===== src/rtl/cag_pkg.sv =====
// Purpose: Constants for the core address-generation block
// Assumes: 16-bit address space, 8-bit data, byte registers packed in pairs
// Notes: Modes are selected by the decoder; opcode decode covers one byte move
// How it works
// - Immediate call and jump load the 16-bit immediate into the program counter.
// - Vector jump uses bits 1..5 to index table 40H..7FH, fetches target.
// - Register jump copies pair zero into the program counter.
// - Direct addressing uses the 16-bit immediate unchanged as operand address.
// - Short direct uses an 8-bit field within window FE20H..FF1FH.
// - Short direct bit 8 is one for fields 00H..1FH, else zero.
// - Special-register addressing places 8-bit field in region FF00H..FFFFH.
// - Register addressing picks one of eight bytes or four pairs by field.
// - Register indirect uses pointer pair two or three as the address.
// - Opcode 00101011 is a byte move into accumulator from pair two address.
// - Based adds zero-extended offset to pair three, carry dropped.
// - Stack accesses go through stack pointer, confined to high-speed RAM.
// - High-speed RAM is FE20H..FEFFH, special registers FF00H..FFFFH.
// - Relative branch adds signed displacement to next instruction address.
package cag_pkg;
  localparam int ADDR_W = 16;
  localparam logic [15:0] TABLE_BASE = 16'h0040;
  localparam logic [15:0] TABLE_LAST = 16'h007F;
  localparam logic [7:0] SHORT_HIGH_PAGE = 8'hFE;
  localparam logic [7:0] SHORT_SPLIT = 8'h20;
  localparam logic [7:0] SFR_PAGE = 8'hFF;
  localparam logic [15:0] RAM_FIRST = 16'hFE20;
  localparam logic [15:0] RAM_LAST = 16'hFEFF;
  localparam logic [15:0] SFR_FIRST = 16'hFF00;
  localparam logic [15:0] SFR_SHORT_LAST = 16'hFF1F;
  localparam logic [7:0] OP_MOV_A_PAIR_TWO = 8'h2B;
  localparam logic [2:0] REG_ACC = 3'h1;
  localparam logic [15:0] PC_RESET = 16'h0000;
  localparam logic [15:0] SP_RESET = 16'hFF00;

  typedef enum logic [2:0] {
    CAG_BR_NONE, CAG_BR_IMM, CAG_BR_VECTOR, CAG_BR_REG, CAG_BR_REL
  } cag_branch_e;

  typedef enum logic [2:0] {
    CAG_OP_NONE, CAG_OP_DIRECT, CAG_OP_SHORT, CAG_OP_SFR,
    CAG_OP_IND_TWO, CAG_OP_IND_THREE, CAG_OP_BASED, CAG_OP_STACK
  } cag_operand_e;

  typedef enum logic [1:0] {
    CAG_ST_IDLE, CAG_ST_VEC_LO, CAG_ST_VEC_HI
  } cag_state_e;

  typedef enum logic [1:0] {
    CAG_SP_HOLD, CAG_SP_PUSH, CAG_SP_POP
  } cag_stack_e;
endpackage


===== src/rtl/cag_addr_gen.sv =====
// Purpose: Branch target and operand address generation for the core
// Assumes: Decoder holds request inputs steady until branch_done for vector jumps
// Notes: Table entries are little-endian, low byte at even address
`timescale 1ns/100ps
`default_nettype none
module cag_addr_gen
  import cag_pkg::*;
(
  input wire logic clk,
  input wire logic rst,
  input wire logic [7:0] opcode,
  input wire logic opcode_valid,
  input wire cag_branch_e branch_mode,
  input wire logic branch_req,
  input wire logic [15:0] full_immediate_address,
  input wire logic [7:0] relative_displacement,
  input wire logic [15:0] next_instr_addr,
  input wire cag_operand_e operand_mode,
  input wire logic operand_req,
  input wire logic [7:0] operand_field,
  input wire logic [2:0] reg_field,
  input wire logic [15:0] pair_zero,
  input wire logic [15:0] pointer_pair_two,
  input wire logic [15:0] pointer_pair_three,
  input wire cag_stack_e stack_op,
  input wire logic [7:0] table_rdata,
  input wire logic table_rvalid,
  output logic [15:0] pc,
  output logic branch_done,
  output logic busy,
  output logic table_req,
  output logic [15:0] table_addr,
  output logic [15:0] operand_addr,
  output logic operand_valid,
  output logic operand_ram,
  output logic operand_sfr,
  output logic operand_fault,
  output logic [15:0] stack_pointer,
  output logic [2:0] byte_reg_sel,
  output logic [1:0] pair_reg_sel,
  output logic move_acc_from_two,
  output logic [2:0] move_dest_reg
);

  function automatic logic in_ram(input logic [15:0] a);
    in_ram = (a >= RAM_FIRST) && (a <= RAM_LAST);
  endfunction

  function automatic logic in_short_sfr(input logic [15:0] a);
    in_short_sfr = (a >= SFR_FIRST) && (a <= SFR_SHORT_LAST);
  endfunction

  cag_state_e state;
  cag_state_e next_state;
  logic [7:0] vec_lo;
  logic [15:0] vec_entry;
  logic [15:0] next_pc;
  logic next_branch_done;

  // Branch target candidates
  wire [15:0] imm_target = full_immediate_address;
  wire [15:0] reg_target = pair_zero;
  wire [15:0] disp_ext = {{8{relative_displacement[7]}}, relative_displacement};
  wire [15:0] rel_target = 16'(next_instr_addr + disp_ext);
  wire [15:0] vec_base = TABLE_BASE | {10'h000, opcode[5:1], 1'b0};
  wire vec_in_table = (vec_base >= TABLE_BASE) && (vec_base <= TABLE_LAST);

  // Operand address candidates
  wire short_hi_page = (operand_field < SHORT_SPLIT);
  wire [15:0] short_addr = {7'h7F, short_hi_page, operand_field};
  wire [15:0] sfr_addr = {SFR_PAGE, operand_field};
  wire [15:0] based_addr = 16'(pointer_pair_three + {8'h00, operand_field});
  wire [15:0] sp_dec = 16'(stack_pointer - 16'h0001);
  wire [15:0] sp_inc = 16'(stack_pointer + 16'h0001);
  wire [15:0] stack_addr = (stack_op == CAG_SP_PUSH) ? sp_dec : stack_pointer;
  wire stack_ok = in_ram(stack_addr);

  logic [15:0] next_operand_addr;
  logic next_operand_fault;

  always_comb begin
    next_operand_fault = 1'b0;
    unique case (operand_mode)
      CAG_OP_NONE: next_operand_addr = operand_addr;
      CAG_OP_DIRECT: next_operand_addr = full_immediate_address;
      CAG_OP_SHORT: next_operand_addr = short_addr;
      CAG_OP_SFR: next_operand_addr = sfr_addr;
      CAG_OP_IND_TWO: next_operand_addr = pointer_pair_two;
      CAG_OP_IND_THREE: next_operand_addr = pointer_pair_three;
      CAG_OP_BASED: next_operand_addr = based_addr;
      CAG_OP_STACK: begin
        next_operand_addr = stack_addr;
        next_operand_fault = !stack_ok;
      end
    endcase
  end

  // Opcode decode for the pair-two byte move
  wire is_mov_two = opcode_valid && (opcode == OP_MOV_A_PAIR_TWO);
  wire operand_go = operand_req || is_mov_two;
  wire [15:0] go_addr = is_mov_two ? pointer_pair_two : next_operand_addr;
  wire go_fault = is_mov_two ? 1'b0 : next_operand_fault;
  wire stack_move = operand_req && (operand_mode == CAG_OP_STACK) && stack_ok && !is_mov_two;

  // Branch sequencing
  always_comb begin
    next_state = state;
    next_pc = pc;
    next_branch_done = 1'b0;
    vec_entry = {table_rdata, vec_lo};
    unique case (state)
      CAG_ST_IDLE: begin
        if (branch_req) begin
          unique case (branch_mode)
            CAG_BR_IMM: begin
              next_pc = imm_target;
              next_branch_done = 1'b1;
            end
            CAG_BR_REG: begin
              next_pc = reg_target;
              next_branch_done = 1'b1;
            end
            CAG_BR_REL: begin
              next_pc = rel_target;
              next_branch_done = 1'b1;
            end
            CAG_BR_VECTOR: begin
              if (vec_in_table) begin
                next_state = CAG_ST_VEC_LO;
              end
            end
            CAG_BR_NONE: next_pc = pc;
            default: next_pc = pc;
          endcase
        end
      end
      CAG_ST_VEC_LO: begin
        if (table_rvalid) begin
          next_state = CAG_ST_VEC_HI;
        end
      end
      CAG_ST_VEC_HI: begin
        if (table_rvalid) begin
          next_pc = vec_entry;
          next_branch_done = 1'b1;
          next_state = CAG_ST_IDLE;
        end
      end
      default: next_state = CAG_ST_IDLE;
    endcase
  end

  assign busy = (state != CAG_ST_IDLE);
  assign table_req = busy;
  assign table_addr = (state == CAG_ST_VEC_HI) ? (vec_base | 16'h0001) : vec_base;

  always_ff @(posedge clk) begin
    if (rst) begin
      state <= CAG_ST_IDLE;
      pc <= PC_RESET;
      branch_done <= 1'b0;
    end else begin
      state <= next_state;
      pc <= next_pc;
      branch_done <= next_branch_done;
    end
  end

  always_ff @(posedge clk) begin
    if (rst) begin
      vec_lo <= 8'h00;
    end else if ((state == CAG_ST_VEC_LO) && table_rvalid) begin
      vec_lo <= table_rdata;
    end
  end

  always_ff @(posedge clk) begin
    if (rst) begin
      operand_addr <= 16'h0000;
      operand_valid <= 1'b0;
      operand_ram <= 1'b0;
      operand_sfr <= 1'b0;
      operand_fault <= 1'b0;
    end else begin
      operand_valid <= operand_go && !go_fault;
      operand_fault <= operand_go && go_fault;
      if (operand_go) begin
        operand_addr <= go_addr;
        operand_ram <= in_ram(go_addr);
        operand_sfr <= in_short_sfr(go_addr) || (go_addr[15:8] == SFR_PAGE);
      end
    end
  end

  // Stack pointer moves only on legal accesses
  always_ff @(posedge clk) begin
    if (rst) begin
      stack_pointer <= SP_RESET;
    end else if (stack_move && (stack_op == CAG_SP_PUSH)) begin
      stack_pointer <= sp_dec;
    end else if (stack_move && (stack_op == CAG_SP_POP)) begin
      stack_pointer <= sp_inc;
    end
  end

  // Register selection
  always_ff @(posedge clk) begin
    if (rst) begin
      byte_reg_sel <= 3'h0;
      pair_reg_sel <= 2'h0;
      move_acc_from_two <= 1'b0;
      move_dest_reg <= 3'h0;
    end else begin
      byte_reg_sel <= reg_field;
      pair_reg_sel <= reg_field[2:1];
      move_acc_from_two <= is_mov_two;
      move_dest_reg <= is_mov_two ? REG_ACC : reg_field;
    end
  end

  // SHORT_HIGH_PAGE documents the upper byte of the RAM half of the window
  wire unused_page = (SHORT_HIGH_PAGE == 8'hFE);

endmodule
`default_nettype wire


===== config.mk =====
export PLATFORM = sky130hd
export DESIGN_NAME = cag_addr_gen
export DESIGN_NICKNAME = d
export VERILOG_FILES = /design/src/rtl/cag_pkg.sv /design/src/rtl/cag_addr_gen.sv
export SDC_FILE = /design/constraint.sdc
export NUM_CORES = 1
export LEC_CHECK = 0
export BUFFER_PORTS_ARGS = -buffer_cell sky130_fd_sc_hd__buf_2
export CORE_ASPECT_RATIO = 2
export CORE_UTILIZATION = 52
export DETAILED_ROUTE_END_ITERATION = 16
export HOLD_SLACK_MARGIN = 0.1
export PLACE_DENSITY = 0.91
export SYNTH_ARGS = -nofsm -noshare
export SYNTH_HDL_FRONTEND = slang
export SYNTH_SLANG_ARGS = --single-unit

===== constraint.sdc =====
create_clock -name clk -period 3.15 [get_ports clk]
set_clock_uncertainty 0.1 [all_clocks]
set_input_delay 0.4725 -clock clk [delete_from_list [all_inputs] [get_ports clk]]
set_output_delay 0.4725 -clock clk [all_outputs]
set_load 0.05 [all_outputs]

==> results.md, run 1 <==
CTS:
- The root buffer cell chosen for the clock tree is clkbuf_16.
- Clock tree synthesis found a total of 70 sinks.
- For this design, the CTS-stage hold fixing added 0 buffers.
- The total clock buffers created by CTS is 9.
- Clock-pin slew was measured on the worst setup and hold paths at 0.06 ns.
- The later pin in the worst-skew pair is clocked with a latency of 0.33 ns.
- TritonCTS built the clock tree.
- The number of buffers between clock root and the deepest sink is 2.
- The number of levels the H-tree was split into is 3.

Global route:
- For this run, global-route usage on met1 was measured as 38.53%.
- For this run, global-route usage on met2 was measured as 68.05%.
- Entering global routing, the biggest net connects 58 pins.
- Global routing finished with a remaining overflow of 0.
- The global-route layer with the greatest usage is met2.
- The met3 track utilization from global routing is 8.974%.
- The global-route wire length before repair is 36.10 mm.
- The number of global-route vias before repair is 7303.
- The number of antenna violations at the first check in global routing was 0.
- For this run, the total global-route usage over all layers was measured as 38.68%.

Timing:
- At the pin with the least slew margin, the transition time is 0.8590 ns.
- On the final layout, the worst hold slack is 0.2844 ns.
- The worst-case setup margin in the final layout is 0.1379 ns.
- Setup violations remaining at the end of the flow were counted as 0.
- Setup repair after global routing left no endpoint under its margin.
- The number of max-slew violations in the final report was 0.
- The maximum clock frequency is 332.0 MHz.
- The final period demand of the worst path is 3.012 ns.
- The hold violation total from the final report is 0.
- After layout, the worst path uses 95.62% of the clock period.
- The final sum of negative setup slack is 0 ns.
- Headroom to the max-slew limit came out at 42.52%.

Power:
- The sum of internal, switching and leakage power is 2.955 mW.
- The static leakage is 3.361 nW.
- The power density relative to cell area is 391.3 nW/um2.
- Across the VDD grid, the largest voltage drop is 318.5 uV.

Yosys:
- In the synthesized netlist the dominant register cell turns out to be dfxtp_1.
- Of all flip-flops after synthesis, the portion carrying an async set or reset was 0%.
- The post-synthesis simple-gate area fraction is 27.16%.
- The multiplexer share of the synthesized area is 2.965%.
- The post-synthesis cell count is 814.
- Yosys attributes the largest share of cell area to dfxtp_1 23%, a21oi_1 5.4%, nor2_1 5.3%, ha_1 5.1%, o21ai_0 3.6%.
- The proportion of synthesized chip area in sequential cells is 23.06%.
- The number of enable flip-flop cells after synthesis is 0.
- Summing every instance area after synthesis gives 6076 um2.
- After synthesis, the largest family of logic cells by area is compound AO/OA/AOI/OAI gates.
- The fraction of synthesized cell area in xor and xnor cells is 4.757%.
- The cell accounting for the most synthesized area is dfxtp_1.
- The top-area cell type share of the netlist area is 23.06%.
- Summing the areas of all compound-gate instances in the mapped netlist gives 28.77% of the synthesized area.
- The total of flip-flops plus latches after synthesis is 70.
- For this run, the number of Yosys warnings is 0.
- The average instance area after synthesis is 7.464 um2.
- The post-synthesis cell type count is 78.
- Summing the areas of all fa, ha and maj instances in the mapped netlist gives 5.807% of the synthesized area.

Cells and area:
- After routing the design area is 7552 um2.
- Measured on the finished design, the core utilization comes to 66.51%.
- The count of cells in the finished layout, fillers not included, comes to 1144.
- The number of nets in the finished design is 1153.
- The largest registers in the layout are operand_addr x16, pc x16, stack_pointer x16.
- In the final layout, flip-flops and latches occupy 1404 um2.
- Of the cells placed in the final design, the portion with a size suffix greater than 1 is 28.64%.
- The area growth from synthesis to layout is 24.30%.
- The fill cell instance count of the final layout is 996.
- The multi-input logic area is 4278 um2.
- The number of antenna diodes in the final layout is 0.

Routing:
- Wires add up to 23.54 mm.
- After detailed routing, the number of remaining DRC violations is 0.
- In this run the remaining antenna-violating nets after routing total 0.
- The number of iterations in the first detailed-routing pass is 5.
- The detailed router placed 7395 vias in this run.
- After the first detailed-routing iteration, the DRC count stood at 663.
- The detailed-route vias per instance is 6.464.
- The routed length per instance is 20.58 um.

Setup path:
- Walking the worst path, the cells encountered are nor4_2, nand4_1, or4_4, a21oi_1, a21oi_1, a21oi_1, nand4_1, o21ai_0.
- The required time of the critical path is 3.31 ns.
- STA classifies the critical path endpoint as a flop.
- The worst setup slack for register-to-register paths is 0.14 ns.
- The endpoint identified for the worst register-to-register timing path is operand_sfr.
- By startpoint and endpoint, the worst setup path is classified as reg2reg.
- The critical path startpoint category is a flop.
- The critical path's largest stage delay is 0.62 ns.
- The worst path arrival time is 3.17 ns.
- The beginning of the worst register-to-register path is stack_pointer[2].
- On the critical path, the stage with the largest delay is an instance of nor4_2.
- The worst-case reg-to-reg path depth is 8.
- The largest driver fanout on the critical path is 4.
- The most numerous cell type found on the critical path is a21oi_1.

Run status:
- The flow ran to the end, and the final reports show no timing, DRC or antenna violations.

Place:
- In this run the tool buffered the top-level ports with 198 buffer cells.
- The final weighted congestion in routability-driven placement is 1.019.
- The post-placement setup slack is 0.003624 ns.
- The half-perimeter wire length after detailed placement is 18.17 mm.
- The placed instances occupy a cell area of 7228 um2.
- In this run, placement finished with an instance count of 1128.

Hold path:
- The min-delay analysis places its worst path in the category in2reg.
- The startpoint of the tightest hold check path is reg_field[1].
- The number of instances on the worst hold path is 2.
- The path with the worst hold slack has its endpoint at byte_reg_sel[1].

Die:
- Once the floorplan was initialized, standard cells occupied 53.51% of the core.
- Pin placement for this block handled 209 I/O pins.
- The die outline width is 78.44 um.
- The initialized floorplan defines 55 standard-cell rows.
- The die covers 12150 um2.
- The total area inside the core boundary comes to 11350 um2.
- The die is 154.9 um tall.

Flow run:
- The count of maximum capacitance violations is 0.
-- cells in the final DEF (no fill, tap or decap), types with 14 or more instances in the layout --
cell,netlist,layout
mux2i_1,18,18
nor2_1,86,86
or3_1,17,17
buf_2,2,198
inv_1,19,19
nand2b_1,14,14
a21oi_1,66,66
dfxtp_1,70,68
o22ai_1,20,20
xnor2_1,20,20
buf_4,19,42
nand2_1,57,57
nor3_1,26,26
ha_1,25,25
a211oi_1,14,14
o21ai_0,44,44
nand3_1,27,27
-- cells by family after synthesis --
family | count (synthesis)
and+or+nand+nor | 310
AOI/OAI and AO/OA | 259
muxes | 18
DFF | 70
other | 2
adders and majority gates | 27
buffers and inverters | 95
xor gates and xnor gates | 33
-- timing repair --
action,CTS,global route
setup endpoints to repair,0,4
resized for setup,0,1
setup buffers,0,0
-- critical path, delay by kind of cell (launching register included) --
family          cells  cell delay [ns]
compound gates      4             1.05
flops               1             0.33
simple gates        4             1.46
-- final cells by class --
| class | count | share of cell area (%) |
|---|---|---|
| multi-input cells | 657 | 56.64 |
| clock inverters | 6 | 1.143 |
| inverters | 19 | 0.9443 |
| well taps | 142 | 2.353 |
| repair buffers | 240 | 17.30 |
| flip-flops and latches | 70 | 18.59 |
| clock buffers | 10 | 3.032 |
-- synthesized netlist by cell type (4+ instances only) --
| cell | number |
|---|---|
| nor2_1 | 86 |
| dfxtp_1 | 70 |
| a21oi_1 | 66 |
| nand2_1 | 57 |
| clkbuf_1 | 48 |
| o21ai_0 | 44 |
| nand3_1 | 27 |
| nor3_1 | 26 |
| ha_1 | 25 |
| o22ai_1 | 20 |
| xnor2_1 | 20 |
| buf_4 | 19 |
| inv_1 | 19 |
| mux2i_1 | 18 |
| or3_1 | 17 |
| a211oi_1 | 14 |
| nand2b_1 | 14 |
| o211ai_1 | 13 |
| xor2_1 | 13 |
| a31oi_1 | 11 |
| a21o_1 | 10 |
| a221oi_1 | 10 |
| nor2b_1 | 10 |
| nor4_1 | 10 |
| a22oi_1 | 9 |
| and2_1 | 9 |
| nand4_1 | 9 |
| o31ai_1 | 8 |
| or2_2 | 8 |
| and3_1 | 7 |
| o21a_1 | 6 |
| a22o_1 | 4 |
| a311oi_1 | 4 |
| buf_1 | 4 |
| nand3b_1 | 4 |
| nor3b_1 | 4 |
-- power by group --
part           leakage [nW]  switching, mW  internal (mW)
Combinational          2.64          0.596          0.327
Sequential            0.573         0.0259          0.921
Clock                 0.152          0.393          0.692
-- worst max path at each step --
stage	startpoint	endpoint	slack, ns	cells after the start
after CTS	stack_pointer[0]	stack_pointer[0]	0.22	8
after global routing	stack_pointer[4]	stack_pointer[6]	0.01	9
after global placement	operand_field[0]	operand_ram	0.1	13
after detailed placement	operand_field[0]	operand_ram	0.004	13
final	stack_pointer[2]	operand_sfr	0.14	8
after floorplan	stack_pointer[0]	stack_pointer[8]	0.12	11
-- metal layers --
layer	part of all wire, %	vias to the layer above
li1	-	3372
met1	33	3376
met2	50	502
met3	8.1	145
met4	8.3	0
met5	0	-
No activity file was read; power rests on OpenSTA's default activity.
==> inputs of run 2 (changes only) <==
PLACE_DENSITY = 0.92   (was 0.91)
REMOVE_ABC_BUFFERS = 1   (was default)
==> run 2 against run 1 <==
  * Cell count is 0.96% higher
  * Wire length is 6.5% lower
  * Die area stayed put
  * Utilization is 0.34 points higher
  * Fmax is 2.3% higher
==> results.md, run 2 (synthesis gave the netlist of run 1 again) <==
Timing:
- The final period demand of the worst path came to 2.944 ns (-0.06768 ns).
- The final worst-path cycle share is 93.47% (-2.1 points).
- The relative max-transition margin was 52.44% (+9.9 points).
- The final-layout worst hold slack is 0.2710 ns (-0.01332 ns).
- The slew at the pin closest to its max-slew limit is 0.7108 ns (-0.1482 ns).
- The hold violation total from the final report is 0 (unchanged).
- The count of final setup violators was 0 (unchanged).
- The maximum clock frequency is 339.6 MHz (+2.3%).
- The number of max-slew violations in the final report was 0 (unchanged).
- The final sum of negative setup slack is 0 ns (unchanged).
- Setup repair after global routing left no endpoint under its margin.

CTS:
- The CTS clock-pin slew for the worst setup and hold paths is 0.07 ns (about the same).
- The total clock buffers created by CTS came to 9 (unchanged).
- The post-CTS setup repair buffer count is 0 (unchanged).
- The insertion delay of the later-clocked pin in the worst-skew pair came to 0.34 ns (about the same).
- The cell at the root of the clock tree is clkbuf_16.
- The number of clock sinks is 70 (unchanged).
- The cts-stage hold buffer count is 0 (unchanged).
- TritonCTS built the clock tree.
- The number of gates resized after CTS is 0 (unchanged).
- The number of buffers between clock root and the deepest sink is 2 (unchanged).
- The number of levels the H-tree was split into is 3 (unchanged).

Hold path:
- The startpoint of the tightest hold check path is reg_field[1].
- The class of the worst hold path is in2reg.

Power:
- The switching share of power is 36.69% (+2.4 points).
- The sum of internal, switching and leakage power is 2.855 mW (-3.4%).
- The power density relative to cell area was 376.1 nW/um2 (-3.9%).
- The net switching power of the design came to 1.048 mW (+3.3%).
- The worst ir drop on vdd was 280.1 uV (-12%).
- The combinational share of power is 32.4% (+1.2 points).
- The clock power share is 34.5% (-2.2 points).
- The share of total power in sequential cells came to 33.1% (+1.0 points).
- The internal power component is 1.807 mW (-6.9%).
- The static leakage is 3.388 nW (+0.80%).

Setup path:
- The worst setup path is launched from a flop.
- In this run the worst setup path begins at stack_pointer[0].
- The worst path arrival time was 3.11 ns (-0.06 ns).
- The largest driver fanout on the critical path is 14 (+10).
- The critical path start-end classification is reg2reg.
- The beginning of the worst register-to-register path is stack_pointer[0].
- The sum of buffers and inverters on the critical path came to 1 (+1).
- The highest-delay cell along the critical path is or4_4.
- The critical path goes through inv_1, ha_1, and3b_1, and2_4, or4_4, a32oi_4, nand4_4, or3_1, a21oi_1.
- Broken down by cell family, the worst path's largest delay share belongs to simple AND/OR/NAND/NOR gates.
- The required time of the critical path was 3.32 ns (about the same).
- The worst setup path is captured at a flop.
- The critical path's largest stage delay is 0.49 ns (-0.13 ns).
- The worst setup slack for register-to-register paths came to 0.21 ns (+0.07 ns).

Global route:
- The number of antenna violations at the first check in global routing is 1 (+1).
- The global-route usage over all layers came to 36.00% (-2.7 points).
- The number of global-route vias before repair was 7160 (-2.0%).
- The sum of overflow across all layers after global routing was 0 (unchanged).
- The pin count of the biggest net entering global routing is 58 (unchanged).
- The global-route wire length before repair is 34.08 mm (-5.6%).

Cells and area:
- The number of nets in the finished design was 1163 (+0.87%).
- The largest registers in the layout are operand_addr x16, pc x16, stack_pointer x16.
- The area growth from synthesis to layout is 24.94%.
- The leading cell type in the layout, fill and taps excluded is buf_2.
- The fraction of the core area covered by cells at the end of the flow is 66.85% (+0.34 points).
- The post-route cell area was 7591 um2 (+0.51%).
- Leaving out fill and tap cells, the most frequent cells in the layout are 198 x buf_2, 86 x nor2_1, 69 x dfxtp_1.
- The fraction of layout instances using a drive strength above 1 is 29.35% (+0.71 points).

Die:
- The initial cell density of the core is 53.51% (unchanged).
- The height of the chip came to 154.9 um (unchanged).
- The full die area is 12150 um2 (unchanged).
- The total core area is 11350 um2 (unchanged).
- The die outline width is 78.44 um (unchanged).
- The number of I/O pins came to 209 (unchanged).
- The floorplan row count came to 55 (unchanged).

Place:
- The number of buffers inserted by port buffering came to 198 (unchanged).
- The half-perimeter wire length after detailed placement came to 17.38 mm (-4.4%).
- The final weighted congestion in routability-driven placement is 0.9991 (-2.0%).
- The post-place instance area is 7301 um2 (+1.0%).

Routing:
- The post-detailed-route count of antenna-violating nets was 0 (unchanged).
- The wire length after detailed routing is 22.01 mm (-6.5%).
- The number of iterations in the first detailed-routing pass came to 5 (unchanged).
- The total DRC errors in the routed layout was 0 (unchanged).
- The detailed-route via count is 7302 (-1.3%).
- The routed length per instance is 19.05 um (-7.4%).
- The initial DRC count is 500 (-25%).
- The detailed-route vias per instance is 6.322 (-2.2%).

Flow run:
- The count of maximum capacitance violations is 0 (unchanged).

Run status:
- The flow ran to the end, and the final reports show no timing, DRC or antenna violations.
-- run 2: cell count changes in the layout (fill, tap and decap cells not counted), moves of 2 or more --
| cell | delta |
|---|---|
| buf_4 | +10 |
| clkinv_2 | -2 |
| inv_6 | +3 |
| bufinv_16 | -2 |
-- run 2: per-stage QoR --
stage / instances / setup slack, ns
5_1_grt: 1155 / 0.05598
3_5_place_dp: 1138 / 0.03421
3_3_place_gp: 1138 / 0.06109
6_report: 1155 / 0.2056
4_1_cts: 1154 / 0.1108
2_1_floorplan: 746 / -0.2589
-- run 2: path summary, 6_finish.rpt --
kind | endpoint | depth (start not counted)
max | stack_pointer[3] | 9
min | byte_reg_sel[1] | 2
max reg2reg | stack_pointer[3] | 9
min reg2reg | pc[6] | 2
-- run 2: cell type report --
cell class / count / area, um2
multi-input combinational: 657 / 4269
fill: 1015 / 3764
sequential: 70 / 1403
timing repair buffer: 250 / 1381
clock buffer: 9 / 225.2
tap: 142 / 177.7
inverter: 19 / 71.32
clock inverter: 7 / 61.31
antenna: 1 / 2.502
-- run 2: power by group through the flow --
stage	clock network, mW	logic (mW)	registers, mW
after global placement	0	0.889	0.963
after floorplan	0	0.429	1.08
after detailed placement	0	0.901	0.963
after global routing	1.03	0.986	0.948
final	0.985	0.924	0.945
after CTS	0.993	0.906	0.944
-- run 2: layer usage --
layer	part of all wire, %	up-vias	global-route usage (%)
met3	6.8	136	4.868
met1	32	3316	33.10
met5	0	-	0
met2	53	456	66.67
li1	-	3394	-
met4	8.0	0	32.36
